<file path="src/hdl/rfr_consts.vh">
// Purpose: Register offsets, field positions and reset values of the radio
//          configuration register bank.
// Assumes: 8-bit register address and 8-bit data.
// Notes:   Definitions only.
`ifndef RFR_CONSTS_VH
`define RFR_CONSTS_VH

// ----------------------------------------------------------------------
// Register offsets
// ----------------------------------------------------------------------
`define RFR_ADDR_W 8
`define RFR_DATA_W 8
`define RFR_OFS_RX_AMP_CONTROL 8'h0C
`define RFR_OFS_HOST_BUFFER_POINTER 8'h0D
`define RFR_OFS_TX_BUFFER_BASE 8'h0E
`define RFR_OFS_RX_BUFFER_BASE 8'h0F
`define RFR_OFS_LAST_RX_PACKET_START 8'h10
`define RFR_OFS_IRQ_SOURCE_MASK 8'h11
`define RFR_OFS_IRQ_FLAG_REGISTER 8'h12
`define RFR_OFS_AMP_STATUS 8'h1F

// ----------------------------------------------------------------------
// Field positions
// ----------------------------------------------------------------------
`define RFR_GAIN_MSB 7
`define RFR_GAIN_LSB 5
`define RFR_LOW_CUR_MSB 4
`define RFR_LOW_CUR_LSB 3
`define RFR_RSVD_BIT 2
`define RFR_HIGH_CUR_MSB 1
`define RFR_HIGH_CUR_LSB 0
`define RFR_IRQ_RX_TIMEOUT 7
`define RFR_IRQ_RX_COMPLETE 6
`define RFR_IRQ_CHECKSUM_ERR 5
`define RFR_IRQ_HEADER_OK 4
`define RFR_IRQ_TX_COMPLETE 3
`define RFR_IRQ_SCAN_COMPLETE 2
`define RFR_IRQ_HOP_CHANGE 1
`define RFR_IRQ_ACTIVITY_FOUND 0

// ----------------------------------------------------------------------
// Codes and reset values
// ----------------------------------------------------------------------
`define RFR_GAIN_STEP_MAX 3'h1
`define RFR_GAIN_STEP_MIN 3'h6
`define RFR_CUR_DEFAULT 2'h0
`define RFR_CUR_BOOST 2'h3
`define RFR_RST_GAIN 3'h1
`define RFR_RST_HOST_BUFFER_POINTER 8'h00
`define RFR_RST_TX_BUFFER_BASE 8'h80
`define RFR_RST_RX_BUFFER_BASE 8'h00
`define RFR_RST_LAST_RX_PACKET_START 8'h00
`define RFR_RST_IRQ_SOURCE_MASK 8'h00
`define RFR_RST_IRQ_FLAGS 8'h00

`endif

</file>
<file path="src/hdl/rfr_regs.v">
// Purpose: Configuration register bank of the radio: amplifier control,
//          packet buffer pointers, interrupt mask and flags.
// Assumes: Register port and modem events are on mclk; single-cycle strobes.
// Notes:   Read data appear in the cycle after the read strobe only.
//          Flags clear by a write of one or by a read that returns them;
//          an event in the clearing cycle survives.
//          Writes to read-only or unmapped offsets are dropped.
//          Outputs all come from flip-flops; amplifier controls lag a cycle.
//
// The plain strobed port was chosen for this implementation.
`include "rfr_consts.vh"

module rfr_regs (
  // Clock and reset
  input wire mclk,
  input wire rstn,
  // Register port
  input wire [7:0] reg_addr,
  input wire [7:0] reg_wdata,
  input wire reg_wr,
  input wire reg_rd,
  output reg [7:0] reg_rdata,
  // Modem events, one-cycle pulses, bit order as the flag register
  input wire [7:0] modem_event,
  // Receive packet start from the demodulator
  input wire rx_start_load,
  input wire [7:0] rx_start_addr,
  // Host access to the packet buffer advances the pointer
  input wire host_buf_access,
  // Amplifier controls
  output wire [2:0] rx_amp_gain_step,
  output wire gain_code_unused,
  output wire [1:0] low_band_amp_current,
  output wire [1:0] high_band_amp_current,
  output wire high_band_boost,
  // Buffer pointers
  output reg [7:0] host_buffer_pointer,
  output reg [7:0] tx_buffer_base,
  output reg [7:0] rx_buffer_base,
  // Interrupt
  output wire irq_out
);

  // ----------------------------------------------------------------------
  // Stored registers
  // ----------------------------------------------------------------------
  reg [2:0] gain_code_r;
  reg [1:0] low_cur_r;
  reg [1:0] high_cur_r;
  reg [7:0] last_rx_packet_start_r;
  reg [7:0] irq_source_mask_r;
  reg low_rsvd_seen_r;
  reg amp_rsvd_seen_r;
  reg [7:0] rdata_nxt;
  reg [2:0] gain_code_nxt;
  reg [1:0] low_cur_nxt;
  reg [1:0] high_cur_nxt;
  reg low_rsvd_seen_nxt;
  reg amp_rsvd_seen_nxt;
  reg [7:0] host_buffer_pointer_nxt;
  reg [7:0] tx_buffer_base_nxt;
  reg [7:0] rx_buffer_base_nxt;
  reg [7:0] last_rx_packet_start_nxt;
  reg [7:0] irq_source_mask_nxt;
  reg [7:0] flag_clear;
  wire [7:0] irq_flags;
  wire low_band_reserved;
  wire [8:0] ptr_inc;

  // ----------------------------------------------------------------------
  // Address decode
  // ----------------------------------------------------------------------
  // Exact compare on all address bits, so aliases never reach a register
  function is_addr;
    input [7:0] a;
    input [7:0] ofs;
    begin
      is_addr = (a == ofs);
    end
  endfunction

  // Bit 2 reads zero as it is never stored
  function [7:0] amp_word;
    input [2:0] gain;
    input [1:0] low_cur;
    input [1:0] high_cur;
    begin
      amp_word = {gain, low_cur, 1'b0, high_cur};
    end
  endfunction

  // Status bits from the bottom: boost, unused gain code,
  // reserved low-band code seen, reserved bit written as one
  function [7:0] status_word;
    input amp_rsvd;
    input low_rsvd;
    input unused_gain;
    input boost;
    begin
      status_word = {4'h0, amp_rsvd, low_rsvd, unused_gain, boost};
    end
  endfunction

  wire wr_amp = reg_wr && is_addr(reg_addr, `RFR_OFS_RX_AMP_CONTROL);
  wire wr_ptr = reg_wr && is_addr(reg_addr, `RFR_OFS_HOST_BUFFER_POINTER);
  wire wr_txb = reg_wr && is_addr(reg_addr, `RFR_OFS_TX_BUFFER_BASE);
  wire wr_rxb = reg_wr && is_addr(reg_addr, `RFR_OFS_RX_BUFFER_BASE);
  wire wr_msk = reg_wr && is_addr(reg_addr, `RFR_OFS_IRQ_SOURCE_MASK);
  wire wr_flg = reg_wr && is_addr(reg_addr, `RFR_OFS_IRQ_FLAG_REGISTER);
  wire rd_flg = reg_rd && is_addr(reg_addr, `RFR_OFS_IRQ_FLAG_REGISTER);
  wire rd_sts = reg_rd && is_addr(reg_addr, `RFR_OFS_AMP_STATUS);

  // ----------------------------------------------------------------------
  // Amplifier control register
  // ----------------------------------------------------------------------
  // Reserved bit 2 is not stored, so a stray write cannot steer anything
  always @*
  begin
    gain_code_nxt = gain_code_r;
    low_cur_nxt = low_cur_r;
    high_cur_nxt = high_cur_r;
    if (wr_amp)
    begin
      gain_code_nxt = reg_wdata[`RFR_GAIN_MSB:`RFR_GAIN_LSB];
      low_cur_nxt = reg_wdata[`RFR_LOW_CUR_MSB:`RFR_LOW_CUR_LSB];
      high_cur_nxt = reg_wdata[`RFR_HIGH_CUR_MSB:`RFR_HIGH_CUR_LSB];
    end
  end

  always @(posedge mclk)
  begin
    if (!rstn)
    begin
      gain_code_r <= `RFR_RST_GAIN;
      low_cur_r <= `RFR_CUR_DEFAULT;
      high_cur_r <= `RFR_CUR_DEFAULT;
    end
    else
    begin
      gain_code_r <= gain_code_nxt;
      low_cur_r <= low_cur_nxt;
      high_cur_r <= high_cur_nxt;
    end
  end

  // ----------------------------------------------------------------------
  // Misuse status
  // ----------------------------------------------------------------------
  // Sticky notes of misuse: reserved low-band code or reserved bit written.
  // A status read clears them, but a misuse in that same cycle is kept,
  // so nothing is lost between two reads.
  always @*
  begin
    low_rsvd_seen_nxt = low_rsvd_seen_r;
    amp_rsvd_seen_nxt = amp_rsvd_seen_r;
    if (rd_sts)
    begin
      low_rsvd_seen_nxt = 1'b0;
      amp_rsvd_seen_nxt = 1'b0;
    end
    if (low_band_reserved)
      low_rsvd_seen_nxt = 1'b1;
    if (wr_amp && reg_wdata[`RFR_RSVD_BIT])
      amp_rsvd_seen_nxt = 1'b1;
  end

  always @(posedge mclk)
  begin
    if (!rstn)
    begin
      low_rsvd_seen_r <= 1'b0;
      amp_rsvd_seen_r <= 1'b0;
    end
    else
    begin
      low_rsvd_seen_r <= low_rsvd_seen_nxt;
      amp_rsvd_seen_r <= amp_rsvd_seen_nxt;
    end
  end

  // Decoded amplifier controls lag the stored fields by one cycle
  rfr_amp_decode u_amp (
    .mclk(mclk),
    .rstn(rstn),
    .gain_code(gain_code_r),
    .low_cur_code(low_cur_r),
    .high_cur_code(high_cur_r),
    .rx_amp_gain_step(rx_amp_gain_step),
    .gain_code_unused(gain_code_unused),
    .low_band_amp_current(low_band_amp_current),
    .low_band_reserved(low_band_reserved),
    .high_band_amp_current(high_band_amp_current),
    .high_band_boost(high_band_boost)
  );

  // ----------------------------------------------------------------------
  // Packet buffer pointers
  // ----------------------------------------------------------------------
  // A host write of the pointer takes priority over a buffer access advance;
  // the advance wraps from the top of the buffer back to zero
  assign ptr_inc = {1'b0, host_buffer_pointer} + 9'h001;

  always @*
  begin
    host_buffer_pointer_nxt = host_buffer_pointer;
    tx_buffer_base_nxt = tx_buffer_base;
    rx_buffer_base_nxt = rx_buffer_base;
    if (wr_ptr)
      host_buffer_pointer_nxt = reg_wdata;
    else if (host_buf_access)
      host_buffer_pointer_nxt = ptr_inc[7:0];
    if (wr_txb)
      tx_buffer_base_nxt = reg_wdata;
    if (wr_rxb)
      rx_buffer_base_nxt = reg_wdata;
  end

  always @(posedge mclk)
  begin
    if (!rstn)
    begin
      host_buffer_pointer <= `RFR_RST_HOST_BUFFER_POINTER;
      tx_buffer_base <= `RFR_RST_TX_BUFFER_BASE;
      rx_buffer_base <= `RFR_RST_RX_BUFFER_BASE;
    end
    else
    begin
      host_buffer_pointer <= host_buffer_pointer_nxt;
      tx_buffer_base <= tx_buffer_base_nxt;
      rx_buffer_base <= rx_buffer_base_nxt;
    end
  end

  // ----------------------------------------------------------------------
  // Last received packet start
  // ----------------------------------------------------------------------
  // Reset value is left undefined for software; zero is used here
  always @*
  begin
    last_rx_packet_start_nxt = last_rx_packet_start_r;
    if (rx_start_load)
      last_rx_packet_start_nxt = rx_start_addr;
  end

  always @(posedge mclk)
  begin
    if (!rstn)
      last_rx_packet_start_r <= `RFR_RST_LAST_RX_PACKET_START;
    else
      last_rx_packet_start_r <= last_rx_packet_start_nxt;
  end

  // ----------------------------------------------------------------------
  // Interrupt mask and flags
  // ----------------------------------------------------------------------
  // A set mask bit drops its event and gates its flag out of the level
  always @*
  begin
    irq_source_mask_nxt = irq_source_mask_r;
    if (wr_msk)
      irq_source_mask_nxt = reg_wdata;
  end

  always @(posedge mclk)
  begin
    if (!rstn)
      irq_source_mask_r <= `RFR_RST_IRQ_SOURCE_MASK;
    else
      irq_source_mask_r <= irq_source_mask_nxt;
  end

  // Write one clears; a read of the flag register also clears what it saw.
  // Only the bits returned are cleared, so an event landing in the read
  // cycle stays pending for the next read.
  always @*
  begin
    flag_clear = 8'h00;
    if (wr_flg)
      flag_clear = reg_wdata;
    if (rd_flg)
      flag_clear = flag_clear | irq_flags;
  end

  rfr_irq_bank #(
    .N(8)
  ) u_irq (
    .mclk(mclk),
    .rstn(rstn),
    .event_pulse(modem_event),
    .suppress(irq_source_mask_r),
    .clear_bits(flag_clear),
    .flags(irq_flags),
    .irq(irq_out)
  );

  // ----------------------------------------------------------------------
  // Read path
  // ----------------------------------------------------------------------
  always @*
  begin
    rdata_nxt = 8'h00;
    case (reg_addr)
      `RFR_OFS_RX_AMP_CONTROL:
        rdata_nxt = amp_word(gain_code_r, low_cur_r, high_cur_r);
      `RFR_OFS_HOST_BUFFER_POINTER:
        rdata_nxt = host_buffer_pointer;
      `RFR_OFS_TX_BUFFER_BASE:
        rdata_nxt = tx_buffer_base;
      `RFR_OFS_RX_BUFFER_BASE:
        rdata_nxt = rx_buffer_base;
      `RFR_OFS_LAST_RX_PACKET_START:
        rdata_nxt = last_rx_packet_start_r;
      `RFR_OFS_IRQ_SOURCE_MASK:
        rdata_nxt = irq_source_mask_r;
      `RFR_OFS_IRQ_FLAG_REGISTER:
        rdata_nxt = irq_flags;
      `RFR_OFS_AMP_STATUS:
        rdata_nxt = status_word(amp_rsvd_seen_r, low_rsvd_seen_r, gain_code_unused,
                                high_band_boost);
      default:
        rdata_nxt = 8'h00;
    endcase
  end

  // Data stand only in the cycle after the strobe; zero otherwise
  always @(posedge mclk)
  begin
    if (!rstn)
      reg_rdata <= 8'h00;
    else if (reg_rd)
      reg_rdata <= rdata_nxt;
    else
      reg_rdata <= 8'h00;
  end

endmodule

</file>
<file path="src/hdl/rfr_amp_decode.v">
// Purpose: Registered decode of the receive amplifier control fields.
// Assumes: Fields come from registers on the same clock.
// Notes:   Unused gain codes keep the last valid step applied.
`include "rfr_consts.vh"

module rfr_amp_decode (
  // Clock and reset
  input wire mclk,
  input wire rstn,
  // Stored fields
  input wire [2:0] gain_code,
  input wire [1:0] low_cur_code,
  input wire [1:0] high_cur_code,
  // Decoded controls
  output reg [2:0] rx_amp_gain_step,
  output reg gain_code_unused,
  output reg [1:0] low_band_amp_current,
  output reg low_band_reserved,
  output reg [1:0] high_band_amp_current,
  output reg high_band_boost
);

  function gain_ok;
    input [2:0] code;
    begin
      gain_ok = (code >= `RFR_GAIN_STEP_MAX) && (code <= `RFR_GAIN_STEP_MIN);
    end
  endfunction

  always @(posedge mclk)
  begin
    if (!rstn)
    begin
      rx_amp_gain_step <= `RFR_RST_GAIN;
      gain_code_unused <= 1'b0;
      low_band_amp_current <= `RFR_CUR_DEFAULT;
      low_band_reserved <= 1'b0;
      high_band_amp_current <= `RFR_CUR_DEFAULT;
      high_band_boost <= 1'b0;
    end
    else
    begin
      // Step 1 is maximum gain, step 6 minimum
      if (gain_ok(gain_code))
        rx_amp_gain_step <= gain_code;
      gain_code_unused <= !gain_ok(gain_code);
      // Only the default current is defined for the low band
      low_band_amp_current <= `RFR_CUR_DEFAULT;
      low_band_reserved <= (low_cur_code != `RFR_CUR_DEFAULT);
      high_band_amp_current <= high_cur_code;
      high_band_boost <= (high_cur_code == `RFR_CUR_BOOST);
    end
  end

endmodule

</file>
<file path="src/hdl/rfr_irq_bank.v">
// Purpose: Sticky interrupt flags with per-source suppress mask.
// Assumes: Events are one-cycle pulses on the register clock.
// Notes:   A set in the same cycle as a clear wins.
`include "rfr_consts.vh"

module rfr_irq_bank #(
  parameter N = 8
) (
  // Clock and reset
  input wire mclk,
  input wire rstn,
  // Sources and control
  input wire [N-1:0] event_pulse,
  input wire [N-1:0] suppress,
  input wire [N-1:0] clear_bits,
  // State
  output reg [N-1:0] flags,
  output reg irq
);

  wire [N-1:0] flags_nxt;

  genvar i;
  generate
    for (i = 0; i < N; i = i + 1)
    begin : g_flag
      // Suppressed sources never raise their flag
      assign flags_nxt[i] = (event_pulse[i] & ~suppress[i]) |
                            (flags[i] & ~clear_bits[i]);
    end
  endgenerate

  always @(posedge mclk)
  begin
    if (!rstn)
    begin
      flags <= `RFR_RST_IRQ_FLAGS;
      irq <= 1'b0;
    end
    else
    begin
      flags <= flags_nxt;
      // Mask also gates flags raised before the mask was set
      irq <= |(flags_nxt & ~suppress);
    end
  end

endmodule

</file>
<file path="config.mk">
export PLATFORM = sky130hd
export DESIGN_NAME = rfr_regs
export DESIGN_NICKNAME = d
export VERILOG_FILES = /design/src/hdl/rfr_regs.v /design/src/hdl/rfr_amp_decode.v /design/src/hdl/rfr_irq_bank.v
export VERILOG_INCLUDE_DIRS = /design/src /design/src/hdl
export SDC_FILE = /design/constraint.sdc
export NUM_CORES = 1
export LEC_CHECK = 0
export ABC_AREA = 0
export BUFFER_PORTS_ARGS = -buffer_cell sky130_fd_sc_hd__buf_2
export CORE_MARGIN = 2
export CORE_UTILIZATION = 50
export CTS_BUF_LIST = sky130_fd_sc_hd__clkbuf_2 sky130_fd_sc_hd__clkbuf_4 sky130_fd_sc_hd__clkbuf_8
export CTS_CLUSTER_SIZE = 25
export DETAILED_ROUTE_END_ITERATION = 12
export GPL_ROUTABILITY_DRIVEN = 0
export GPL_TIMING_DRIVEN = 0
export PLACE_DENSITY_LB_ADDON = 0.08
export SYNTH_ARGS = -nofsm -noshare
export SYNTH_HDL_FRONTEND = slang
export SYNTH_SLANG_ARGS = --single-unit
</file>
<file path="constraint.sdc">
create_clock -name mclk -period 2 [get_ports mclk]
set_input_delay 0.4 -clock mclk [delete_from_list [all_inputs] [get_ports mclk]]
set_output_delay 0.4 -clock mclk [all_outputs]
set_load 0.02 [all_outputs]
</file>
[After elaboration in Yosys (flattened, before gate mapping)]
Index checks and enable logic that the tools add are counted.
Word-level totals
  output and inout port bits: 42
  register bits after elaboration: 74
  input bits: 38
Operators by class
  reduce and logical (&&, ||, !) cells: 17
  muxes and demuxes: 8
  add/subtract/negate cells: 1
  bitwise operators: 43
  equal/unequal tests: 9
  order comparisons: 2
Operator list (count)
  8-bit case mux with 8 select lines: 1
  8-bit by 4-bit equality test with 1-bit output (second input constant): 4
  8-bit by 5-bit equality test with 1-bit output (second input constant): 4
  8-bit 2-to-1 mux: 4
  1-bit AND: 16
  1-bit NOT: 16
  1-bit logical AND: 10
  8-bit by 1-bit adder with 8-bit output (second input constant): 1
  8-bit AND: 1
  8-bit NOT: 1
  1-bit bitwise OR: 8
  8-bit bitwise OR: 1
  2-bit nonzero test: 4
  8-bit OR reduction: 1
  3-bit by 1-bit >= comparator with 1-bit output (second input constant): 1
  3-bit less-or-equal comparator (second input constant): 1
  1-bit 2-to-1 mux: 3
  2-bit equality test (second input constant): 1
  2-bit AND reduction: 1
  1-bit zero test: 1

[Longest topological paths before layout]
  word-level depth: 10
  gate-level depth with buffers: 6
  gate-level depth less buffers: 4

[By module]
A second synthesis with hierarchy kept.
Second synthesis, totals
  cells, all modules: 383
  area, all modules: 3636.0 µm²
By module, submodules not included
  rfr_regs: cells an instance 297, area each 2899.0 µm², instances 1, seq. area each 1141.1 µm²
  rfr_irq_bank: cells an instance 54, area each 446.7 µm², instances 1, seq. area each 180.2 µm²
  rfr_amp_decode: cells an instance 32, area each 290.3 µm², instances 1, seq. area each 160.2 µm²

[Worst setup path after synthesis]
Ideal clock, no wire load.
  kind: input to register
  start point: in reg_addr[5]
  end point: reg u_irq.irq
  cell stages on the path: 5
  required time: 1.875 ns
  setup time: 0.125 ns
  buffers on the path: 1
  data arrival time: 1.834 ns
  path slack: 0.041 ns
  cell sequence: or4b_1 buf_2 nor4_1 o32ai_1 o41a_1
Between the ends
  longest elaborated chain between the ends: 10
  elaborated cells between the ends (all ways): 32
  classes of those cells: 1 x eq/ne; 2 x mux; 26 x bitwise; 3 x reduce/logical
RTL lines
  from (decl): line rfr_regs.v:18  | input wire [7:0] reg_addr,
  8-bit by 5-bit equality test with 1-bit output (*): line rfr_regs.v:78  | is_addr = (a == ofs);
  1-bit logical AND: line rfr_regs.v:109  | wire wr_flg = reg_wr && is_addr(reg_addr, `RFR_OFS_IRQ_FLAG_REGISTER);
  8-bit 2-to-1 mux: line rfr_regs.v:278  | if (wr_flg)
  8-bit bitwise OR: line rfr_regs.v:281  | flag_clear = flag_clear | irq_flags;
  8-bit 2-to-1 mux (*): line rfr_regs.v:280  | if (rd_flg)
  1-bit NOT: line rfr_irq_bank.v:29  | (flags[i] & ~clear_bits[i]);
  1-bit AND: line rfr_irq_bank.v:29
  1-bit bitwise OR: line rfr_irq_bank.v:28  | assign flags_nxt[i] = (event_pulse[i] & ~suppress[i]) |
  8-bit AND (*): line rfr_irq_bank.v:44  | irq <= |(flags_nxt & ~suppress);
  8-bit OR reduction (*): line rfr_irq_bank.v:44
  to (signal assigned): line rfr_irq_bank.v:44
  to (decl): line rfr_irq_bank.v:18  | output reg irq
Every way passes the cells marked *; elsewhere a longest branch is shown, timed or not.
A chain may end at the register's enable or synchronous reset.

[Worst setup path in the final report]
  start point: in reg_addr[3]
  end point: reg u_irq.irq
Same word-level chain as after synthesis.

==> reports/metrics.cfg <==
[outcome]
status=finished, final reports clean

[final_layout]
fin_nets=493
layout-drive-gt1-share_pct=25.5
fillers=623
finish.instance_area_sq_mm=0.00416
antenna_cells=0
area_growth_pct=21.8

[setup_path]
worstPathArrival_ns=2.21
cp.required_ns=2.24
critPathCaptureType=flop
r2r_slack_ns=0.68
crit_type=in -> reg
cp_max_fo=8
critPathLaunchType=input pin

[floorplanning]
num_io_pins=80
rows=30
die-width_um=86.6
initial_core_util_pct=51.1
die_height_um=86.6
core-area_sq_mm=0.00668
die_area_sq_mm=0.00750

[clock_tree]
cts_buffer_depth=2
root_buffer=clkbuf_8
cts_made_buffers=9
cts_tree=done
clock_sinks=74
htree_levels=3
insertion_delay_ns=0.35
holdBufCountCts=0
clkTransAtPathRegs_ns=0.08

[yosys]
synth.most_common_cell=dfxtp_1
synth-main-ff-cell=dfxtp_1
netlist_area_sq_mm=0.00341
synth-xor-area-share_pct=1.80
synthSimpleGateAreaFrac_pct=17.7
ys_seq_area_share_pct=43.4
synth_top_family_by_area=multiplexers
syn_avg_cell_area_sq_um=9.40
ys_ff_latch=74
synth.distinct_cells=45
synthTopCellsByCount=dfxtp_1 (74), nor2_1 (57), mux2i_1 (46)
muxShareOfSynthArea_pct=19.1
synthArstFlopShare_pct=0
synth_compound_area_share_pct=14.3
synth.largest_area_cell=dfxtp_1
synth_edf_count=0
synth_warnings=0
synthCells=363
synth_top_area_share_pct=43.4
synth_fa_ha_area_share_pct=0.367
ys_top_cells_by_area=dfxtp_1 (43%), mux2i_1 (13%), nor2_1 (6.3%), mux4_2 (4.6%), a21oi_1 (4.4%)

[timing]
hold_viol_final=0
fin_crit_ns=1.97
relSlewSlack_pct=57.8
timing.hold.ws_ns=0.286
slew_viol_final=0
period_share_pct=98.5
clock_skew_ns=0.00883
setup-violations-final=0
fmax_mhz=508
setup_tns_ns=0
worst_slew_pin_slew_ns=0.633

[global_route]
grt_max_degree=14
grt-ovfl-total=0
grt_pass1_vias=2849
grtUsageTotal_pct=27.1
antenna_found_initial=0
grt_pass1_wl_um=15400

[detailed_routing]
num_vias=3147
drc_errors=0
viasPerCell=5.84
drt-pass1-iter-count=6
wl_um=9770
drt-initial-drc-count=240
postRouteAntennaNets=0
wl_per_cell_um=18.1

[placed_design]
io_buffers=76
placed_cell_area_sq_mm=0.00390
dp_hpwl_um=6950

[flow_run]
cap_violations=0

[power_and_ir_drop]
p_leak_nw=1.93
vdd.ir_drop.worst_v=0.000505
power_density_mw_per_mm2=741

[worst_hold_path]
hold_path.class=in -> reg

==> sequential cells by signal, indices dropped and copies added, names as in the netlist <==
name                         cells
amp_rsvd_seen_r                  1
gain_code_r                      3
high_cur_r                       2
host_buffer_pointer              8
irq_source_mask_r                8
last_rx_packet_start_r           8
low_cur_r                        2
low_rsvd_seen_r                  1
reg_rdata                        8
rx_buffer_base                   8
tx_buffer_base                   8
u_amp.gain_code_unused           1
u_amp.high_band_amp_current      2
u_amp.high_band_boost            1
u_amp.low_band_reserved          1
u_amp.rx_amp_gain_step           3
u_irq.flags                      8
u_irq.irq                        1
==> what timing repair did <==
action                                  CTS  global route
pin swaps                                 1             3
gates resized for setup                   0             2
buffers inserted                          1             3
endpoints found under the setup margin    8            31
==> cells in the final DEF (no fill, tap or decap), types with 4 or more instances in the layout <==
master and n:
mux4_2 7, a21oi_1 30, xor2_1 6, o32ai_1 4, buf_4 6, o21bai_1 4, nor2_1 57, nand4_1 8
nand3_1 5, and2_1 10, buf_2 80, o21ai_0 20, nand2b_1 9, nand2_1 8, mux2i_1 46, clkbuf_8 9
a32oi_1 4, nor4_1 9, a211oi_1 6, clkbuf_1 13, dfxtp_1 74
==> worst max-delay path: stages <==
cell	delay [ns]
buf_2	0.14
or4b_1	0.51
clkbuf_1	0.26
nor4_1	0.33
o32ai_1	0.16
o41a_1	0.41
==> area by class of cell <==
cell class / instances / area, sq um / share of cell area [%]
Timing Repair Buffer: 80 / 410 / 9.87
Sequential cell: 74 / 1480 / 35.6
Inverter: 4 / 15.0 / 0.361
Multi-Input combinational cell: 264 / 1840 / 44.3
Buffer: 21 / 91.3 / 2.20
Clock buffer: 9 / 124 / 2.98
Tap cell: 80 / 100 / 2.41
Clock inverter: 7 / 93.8 / 2.26
==> metrics by stage <==
| stage | power [mW] | instances | setup WS, ns | utilization [%] |
|---|---|---|---|---|
| after floorplan | 1.70 | 364 | 0.0412 | - |
| after global placement | 1.82 | 520 | -0.478 | 58.3 |
| after detailed placement | 1.82 | 520 | -0.486 | 58.3 |
| after CTS | 3.09 | 537 | 0.00481 | 61.7 |
| after global routing | 3.19 | 539 | -0.00789 | 62.2 |
| final | 3.08 | 539 | 0.0303 | 62.2 |
==> routing by layer <==
metal,vias to the layer above,GRT usage (%),routed length (um)
met5,-,0,0
met4,0,8.52,146
met3,14,5.05,653
met2,132,41.5,4450
met1,1505,38.9,4520
li1,1496,-,-
==> cell families after synthesis <==
logic type               count (synthesis)
adder cells (fa/ha/maj)                  1
multiplexers                            56
XOR/XNOR                                 7
buffers and inverters                   26
flip-flops                              74
AO/OA/AOI/OAI                           78
AND/OR/NAND/NOR                        120
other                                    1
==> path summary, 6_finish.rpt <==
kind / to / cells past startpoint / startpoint
max: u_irq.irq / 6 / reg_addr[3]
min: last_rx_packet_start_r[3] / 3 / rx_start_addr[3]
max reg2reg: reg_rdata[0] / 3 / host_buffer_pointer[0]
min reg2reg: low_rsvd_seen_r / 1 / u_amp.low_band_reserved
==> report_power, final <==
| group | internal (mW) | switching (mW) |
|---|---|---|
| sequential | 1.50 | 0.0251 |
| combinational | 0.101 | 0.167 |
| clock | 0.700 | 0.589 |
| total | 2.30 | 0.781 |
No activity file was read; power rests on OpenSTA's default activity.
